## config.mk

```make
export PLATFORM = sky130hd
export DESIGN_NAME = crbi_regs
export DESIGN_NICKNAME = d
export VERILOG_FILES = /design/src/crbi_pkg.sv /design/src/crbi_regs.sv
export SDC_FILE = /design/constraint.sdc
export NUM_CORES = 1
export LEC_CHECK = 0
export ABC_AREA = 1
export BUFFER_PORTS_ARGS = -buffer_cell sky130_fd_sc_hd__buf_2
export CORE_MARGIN = 4
export CORE_UTILIZATION = 50
export CTS_CLUSTER_SIZE = 40
export DETAILED_ROUTE_END_ITERATION = 12
export PLACE_DENSITY_LB_ADDON = 0.08
export SKIP_LAST_GASP = 1
export SLEW_MARGIN = 25
export SYNTH_ARGS = -nofsm -noshare
export SYNTH_HDL_FRONTEND = slang
export SYNTH_SLANG_ARGS = --single-unit
```

## constraint.sdc

```tcl
create_clock -name mclk_i -period 2.14 [get_ports mclk_i]
set_input_delay 0.428 -clock mclk_i [delete_from_list [all_inputs] [get_ports mclk_i]]
set_output_delay 0.428 -clock mclk_i [all_outputs]
set_load 0.05 [all_outputs]
```

## src/crbi_pkg.sv

```systemverilog
// Constants for the configuration ROM bus information registers.
package crbi_pkg;
  // ---------------------------------------------------------------
  // Host register offsets
  // ---------------------------------------------------------------
  localparam logic [7:0] CRBI_HDR_OFS = 8'h18;
  localparam logic [7:0] CRBI_BUSID_OFS = 8'h1C;
  localparam logic [7:0] CRBI_OPT_OFS = 8'h20;
  // ---------------------------------------------------------------
  // Remote bus addresses of the ROM quadlets
  // ---------------------------------------------------------------
  localparam logic [47:0] CRBI_ROM_HDR_ADDR = 48'hFFFF_F000_0400;
  localparam logic [47:0] CRBI_ROM_BUSID_ADDR = 48'hFFFF_F000_0404;
  localparam logic [47:0] CRBI_ROM_OPT_ADDR = 48'hFFFF_F000_0408;
  // ---------------------------------------------------------------
  // Values and field layout
  // ---------------------------------------------------------------
  localparam logic [31:0] CRBI_BUSID_VALUE = 32'h3133_3934;
  localparam logic [15:0] CRBI_HDR_UPPER_RST = 16'h0000;
  localparam logic [15:0] CRBI_CRC_RST = 16'h0000;
  localparam logic [4:0] CRBI_CAPS_RST = 5'h00;
  localparam logic [7:0] CRBI_ACC_RST = 8'h00;
  localparam logic [3:0] CRBI_MAXREC_RST = 4'hA;
  localparam logic [3:0] CRBI_MAXREC_MIN = 4'h8;
  localparam logic [1:0] CRBI_OPT_MID_RST = 2'h0;
  localparam logic [2:0] CRBI_OPT_RSVD_HI = 3'h0;
  localparam logic [3:0] CRBI_OPT_RSVD_MID = 4'h0;
  localparam logic [5:0] CRBI_OPT_LOW_RO = 6'h02;
  localparam logic [31:0] CRBI_ZERO_WORD = 32'h0000_0000;
  localparam logic [16:0] CRBI_BYTES_ONE = 17'h00002;
endpackage

```

## src/crbi_regs.sv

```systemverilog
// Configuration ROM header, bus identification and bus options registers.
`timescale 1ns/1ps
`default_nettype none
// Summary of operation
// - Header sits at host offset 18h and answers remote reads of ROM quadlet 0400h.
// - Header is fully host writable; upper half resets to zero.
// - CRC value must stay valid while link on; software or EEPROM keeps it.
// - With an EEPROM present the CRC value is loaded from it after reset.
// - Bus identification at 1Ch is read only and always 3133 3934h.
// - Bus options at 20h answer remote reads of the second info quadlet.
// - Options bits 31-27 are writable capability flags; bits 26-24 read zero.
// - Options bits 23-16 hold writable cycle master clock accuracy.
// - Max request field encodes 2^(n+1) bytes, at least 512, 2048 at reset.
// - Block writes longer than the maximum request may get a type error.
module crbi_regs
  import crbi_pkg::*;
(
  // Clock and reset
  input wire logic mclk_i,
  input wire logic reset_n_i,
  input wire logic soft_reset_i,
  // Host register port
  input wire logic [7:0] host_addr_i,
  input wire logic host_wr_i,
  input wire logic host_rd_i,
  input wire logic [31:0] host_wdata_i,
  output logic [31:0] host_rdata_o,
  // Remote configuration ROM reads
  input wire logic rom_rd_i,
  input wire logic [47:0] rom_addr_i,
  output logic [31:0] rom_rdata_o,
  // Serial EEPROM preload
  input wire logic eeprom_present_i,
  input wire logic eeprom_load_i,
  input wire logic [15:0] eeprom_crc_i,
  // Link state and received block writes
  input wire logic link_on_bit_i,
  input wire logic blk_wr_i,
  input wire logic [15:0] blk_wr_len_i,
  output logic type_error_o,
  output logic [3:0] max_rec_o
);
  // ---------------------------------------------------------------
  // State
  // ---------------------------------------------------------------
  typedef struct packed {
    logic [15:0] hdr_upper;
    logic [15:0] crc;
    logic [4:0] caps;
    logic [7:0] acc;
    logic [3:0] max_rec;
    logic [1:0] opt_mid;
    logic [31:0] host_rdata;
    logic [31:0] rom_rdata;
    logic type_err;
  } crbi_state_type;

  crbi_state_type state_reg;
  crbi_state_type state_next;

  function automatic logic [16:0] crbi_rec_bytes(input logic [3:0] rec);
    crbi_rec_bytes = CRBI_BYTES_ONE << rec;
  endfunction

  function automatic logic [31:0] crbi_opt_word(input crbi_state_type s);
    crbi_opt_word = {s.caps, CRBI_OPT_RSVD_HI, s.acc, s.max_rec, CRBI_OPT_RSVD_MID,
                     s.opt_mid, CRBI_OPT_LOW_RO};
  endfunction

  logic [31:0] hdr_word;
  logic [31:0] opt_word;
  assign hdr_word = {state_reg.hdr_upper, state_reg.crc};
  assign opt_word = crbi_opt_word(state_reg);

  // A received block write that is longer than the current maximum request.
  logic blk_over;
  assign blk_over = blk_wr_i && ({1'b0, blk_wr_len_i} > crbi_rec_bytes(state_reg.max_rec));

  // ---------------------------------------------------------------
  // Next state
  // ---------------------------------------------------------------
  always_comb begin
    state_next = state_reg;
    state_next.type_err = 1'b0;
    if (soft_reset_i) begin
      // The maximum request field survives a software reset.
      state_next.hdr_upper = CRBI_HDR_UPPER_RST;
      state_next.caps = CRBI_CAPS_RST;
      state_next.acc = CRBI_ACC_RST;
      state_next.opt_mid = CRBI_OPT_MID_RST;
    end
    if (host_wr_i) begin
      case (host_addr_i)
        CRBI_HDR_OFS: begin
          state_next.hdr_upper = host_wdata_i[31:16];
          state_next.crc = host_wdata_i[15:0];
        end
        CRBI_OPT_OFS: begin
          state_next.caps = host_wdata_i[31:27];
          state_next.acc = host_wdata_i[23:16];
          state_next.opt_mid = host_wdata_i[7:6];
          // A value under 512 bytes is refused so the field stays legal.
          if (host_wdata_i[15:12] >= CRBI_MAXREC_MIN) begin
            state_next.max_rec = host_wdata_i[15:12];
          end
        end
        default: begin
          // Bus identification and unmapped offsets keep no state.
          state_next.hdr_upper = state_next.hdr_upper;
        end
      endcase
    end
    // The EEPROM load wins over a host write in the same cycle.
    if (eeprom_load_i && eeprom_present_i) begin
      state_next.crc = eeprom_crc_i;
    end
    if (host_rd_i) begin
      case (host_addr_i)
        CRBI_HDR_OFS: state_next.host_rdata = hdr_word;
        CRBI_BUSID_OFS: state_next.host_rdata = CRBI_BUSID_VALUE;
        CRBI_OPT_OFS: state_next.host_rdata = opt_word;
        default: state_next.host_rdata = CRBI_ZERO_WORD;
      endcase
    end
    if (rom_rd_i) begin
      case (rom_addr_i)
        CRBI_ROM_HDR_ADDR: state_next.rom_rdata = hdr_word;
        CRBI_ROM_BUSID_ADDR: state_next.rom_rdata = CRBI_BUSID_VALUE;
        CRBI_ROM_OPT_ADDR: state_next.rom_rdata = opt_word;
        default: state_next.rom_rdata = CRBI_ZERO_WORD;
      endcase
    end
    if (blk_over) begin
      state_next.type_err = 1'b1;
    end
  end

  always_ff @(posedge mclk_i or negedge reset_n_i) begin
    if (!reset_n_i) begin
      state_reg.hdr_upper <= CRBI_HDR_UPPER_RST;
      state_reg.crc <= CRBI_CRC_RST;
      state_reg.caps <= CRBI_CAPS_RST;
      state_reg.acc <= CRBI_ACC_RST;
      state_reg.max_rec <= CRBI_MAXREC_RST;
      state_reg.opt_mid <= CRBI_OPT_MID_RST;
      state_reg.host_rdata <= CRBI_ZERO_WORD;
      state_reg.rom_rdata <= CRBI_ZERO_WORD;
      state_reg.type_err <= 1'b0;
    end else begin
      state_reg <= state_next;
    end
  end

  assign host_rdata_o = state_reg.host_rdata;
  assign rom_rdata_o = state_reg.rom_rdata;
  assign type_error_o = state_reg.type_err;
  assign max_rec_o = state_reg.max_rec;
endmodule
`default_nettype wire

```

# Word-level counts from Yosys, hierarchy flattened
# Cells that the tools add are included.
# classes
n_reduce_logical	6
eq_ne	6
n_mux	12
order_cmp	2
n_shift	1
# op_table
cell	count
$pmux 32 s3	2
$eq 48x48->1 const B	3
$mux 16	4
$mux 51	1
$mux 19	1
$gt 16x17->1	1
$shl 2x4->17 const A	1
$eq 8x5->1 const B	2
$mux 13	1
$eq 8x6->1 const B	1
$ge 4x4->1 const B	1
$mux 4	1
$reduce_bool 2->1	2
$reduce_and 3->1	1
$logic_and 1x1->1	2
$mux 2	1
$reduce_and 2->1	1
$mux 1	1
# totals
regBits	116
wordCells	36
inputBits	130

# Depth between registers and ports, before layout
# depth
word_depth	5
mapped_depth	13
ltp_nobuf	11

# Worst setup path before layout
# Ideal clock, no wire load.
# synth_timing
path_kind	register to register
from	register state_reg, in the netlist max_rec_o[3]
to	register state_reg, in the netlist type_error_o
path_stages_with_launch	14
t_arrival_ns	1.786
setup_slack_ns	0.226
n_path_buf	2
cell_sequence	dfstp_2 clkbuf_1 inv_1 clkbuf_1 nand4_1 ha_1 nand2_1 nand3b_1 nand2_1 nand2_1 nand2_1 nand2_1 nand3_1 a21oi_1
# synth_between
elab_chain_len	4
# synth_rtl
element	line	source
from (decl)	crbi_regs.sv:58	crbi_state_type state_reg;
from (signal assigned)	crbi_regs.sv:150	state_reg <= state_next;
$shl 2x4->17	crbi_regs.sv:62	crbi_rec_bytes = CRBI_BYTES_ONE << rec;
$gt 16x17->1	crbi_regs.sv:77	assign blk_over = blk_wr_i && ({1'b0, blk_wr_len_i} > crbi_rec_bytes(state_reg.max_rec));
$logic_and 1x1->1	crbi_regs.sv:77	
named net blk_over	crbi_regs.sv:76	logic blk_over;
$mux 1	crbi_regs.sv:133	if (blk_over) begin
# The timed path passes the listed nets, and every way through them passes these cells.
# A chain may end at the register's enable or synchronous reset.

# Worst setup path in the final report
# layout_timing
from	register state_reg, in the netlist max_rec_o[1]
to	register state_reg, in the netlist type_error_o
# Same word-level chain as after synthesis.

==> impl_metrics.toml <==
[run_status]
status = "finished clean"

[cells_and_area]
final_area_mm2 = 0.00778
syn_to_final_growth_pct = 28.8
layout_commonest_cell = "nand2_1"
num-fill-cells = 999
final_cell_mix = "219 x nand2_1, 196 x buf_2, 114 x dfrtp_1"
final_cells = 1103
final_util_pct = 67.0
layout-drive-gt1-share_pct = 28.7
nets = 1093

[floorplan]
fp.dieW_um = 118
dieArea_mm2 = 0.0139
pin_count = 199
die_y_um = 118
core_area_mm2 = 0.0116
start_util_pct = 52.0
row_count = 39

[sta]
clock_skew_ns = 0.0111
rsz0062_at_grt = "false"
hold_viol = 0
fin_crit_sh_pct = 93.2
slew_viol_final = 0
fmax_mhz = 502
fin_tns_setup_ns = 0
finalSetupViolCount = 0
worstMarginPinSlew_ns = 0.740
hold_slack_ns = 0.0609
slew_headroom_pct = 50.4
min_period_ns = 1.99
setup_ws_ns = 0.146

[global_routing]
grt_pass1_wl_um = 29600
groute.usage.overall_pct = 26.3
first_global_vias = 6080
grt-ovfl-total = 0
grt_max_degree = 117
antenna_found_initial = 1

[placed_design]
dpl_cell_area_mm2 = 0.00713
io_buffers = 197
place_ws_ns = 0.0993
place_inst = 1072
hpwl_um = 13000
routabilityCongestion = 0.896

[logic_synthesis]
syn_avg_cell_area_um2 = 7.97
synth_compound_area_share_pct = 11.9
synth_top_area_share_pct = 47.2
synth_xor_area_share_pct = 0
synth_top_family_by_area = "simple AND/OR/NAND/NOR gates"
synthCells = 758
synth_edf_count = 0
synthSimpleGateAreaFrac_pct = 28.4
synthTopCellsByArea = "dfrtp_1 47%, nand2_1 14%, nand3_1 9.0%"
synthMuxAreaShare_pct = 0
yosysSeqAreaShare_pct = 48.1
syn_area_mm2 = 0.00604
synthArstFlopShare_pct = 100
synth-main-ff-cell = "dfrtp_1"
yosysWarnings = 0
synth-seq-cells = 116
synth.distinct_cells = 31
synth_top_cell_by_area = "dfrtp_1"
syn-num-nets = 903
synth_fa_ha_area_share_pct = 3.11

[clocking]
clkTransAtPathRegs_ns = 0.05
hold_buffers = 0
cts_root_buf = "clkbuf_16"
cts_tree = "done"
clk_latency_ns = 0.41
htreeDepth = 4
cts.sinks = 116
clock_path_buffers = 2
post_cts_buffers = 0
cts-buffers-inserted = 17
post_cts_resize_count = 0

[setup_path]
rrSetupSlack_ns = 0.15
reg2regPathDepth = 11
timing.rr.end = "type_error_o$_DFF_PN0_"
cp_cell_sequence = "clkinvlp_4 -> nand4_1 -> ha_1 -> nand2_1 -> nand3b_1 -> nand2_1 -> nand2_1 -> nand2_1 -> nand2_1 -> nand3_1 -> a21oi_1"
crit_arrival_ns = 2.28
crit_start = "max_rec_o[1]$_DFFE_PN1P_"
start_kind = "register"
setup.worst_path.class = "register to register"
crit_buf_inv = 1
r2r_start = "max_rec_o[1]$_DFFE_PN1P_"
cp_max_fo = 11
path_common_cell = "nand2_1"
slowest_stage = "dfstp_2"
crit_family = "flip-flops"
cp-end-kind = "register"
cpPeakStageDelay_ns = 0.67
critPathRequiredTime_ns = 2.43

[hold_path]
hp-class = "input port to async pin"

[drt]
drtIter0Drc = 548
vias_per_cell = 5.53
wl_per_cell_um = 16.7
first_pass_iters = 6
wl_um = 18400
vias = 6103
drc_errors = 0
ant_nets = 0

[power_and_ir_drop]
p_comb_share_pct = 8.7
finalPower_mw = 5.84
p_sw_share_pct = 22.5
switching_power_mw = 1.31
p_int_mw = 4.53
pwr-share-seq_pct = 39.0
power_density_mw_per_mm2 = 751
p_leak_nw = 4.11
clock_power_share_pct = 52.4
ir_drop_v = 0.000530

[run]
maxCapViolations = 0
==> routing by layer <==
metal | routed length (um) | share of wire (%) | vias to the layer above | track usage, %
met5 | 0 | 0 | - | 0
met4 | 537 | 2.9 | 0 | 10.9
met3 | 1250 | 6.8 | 46 | 5.24
met2 | 9240 | 50 | 280 | 44.9
met1 | 7380 | 40 | 2881 | 32.6
li1 | - | - | 2896 | -
==> worst max-delay path by stage <==
stage	end	slack, ns	cells after the start
global route	type_error_o$_DFF_PN0_	0.02	11
floorplan	type_error_o$_DFF_PN0_	0.23	13
global placement	type_error_o$_DFF_PN0_	0.16	11
finish	type_error_o$_DFF_PN0_	0.15	11
CTS	type_error_o$_DFF_PN0_	0.09	11
detailed placement	type_error_o$_DFF_PN0_	0.1	11
==> synth_stat cells (4+ instances only) <==
library cell  instances
nand2_1             219
dfrtp_1             114
nand3_1             108
inv_1                59
o21ai_0              37
nor2_1               35
o21ai_1              21
nand4_1              18
buf_2                17
clkbuf_1             17
a21oi_1              16
ha_1                 15
o211ai_1             14
o31ai_1              12
buf_4                 8
nor2_2                6
o31ai_2               6
clkinv_1              5
buf_6                 4
o21ai_2               4
o22ai_1               4
==> sequential cells by signal, summed over array words and instances, names as in the netlist <==
register,cells
rom_rdata_o,32
host_rdata_o,32
hdr_word,32
max_rec_o,4
opt_word,15
type_error_o,1
==> power groups by stage <==
stage          Clock (mW)  Combinational, mW  Sequential, mW
4_1_cts              3.08              0.506            2.28
6_report             3.06              0.506            2.28
3_3_place_gp            0              0.486            2.31
5_1_grt              3.19              0.561            2.28
3_5_place_dp            0              0.502            2.31
2_1_floorplan           0              0.206            2.35
==> cell type report <==
class,instances,area (um2),area share [%]
repair buffers,219,1180,15.2
diodes,1,2.50,0.0322
inverters,66,251,3.23
clock buffers,19,453,5.82
flip-flops and latches,116,2910,37.4
multi-input cells,528,2620,33.7
well taps,143,179,2.30
clock inverters,11,183,2.35
==> logic make-up after synthesis <==
family,after synthesis
DFF,116
adders and majority gates,15
and+or+nand+nor,396
AOI/OAI and AO/OA,117
buffers and inverters,114
No activity file was read; power rests on OpenSTA's default activity.
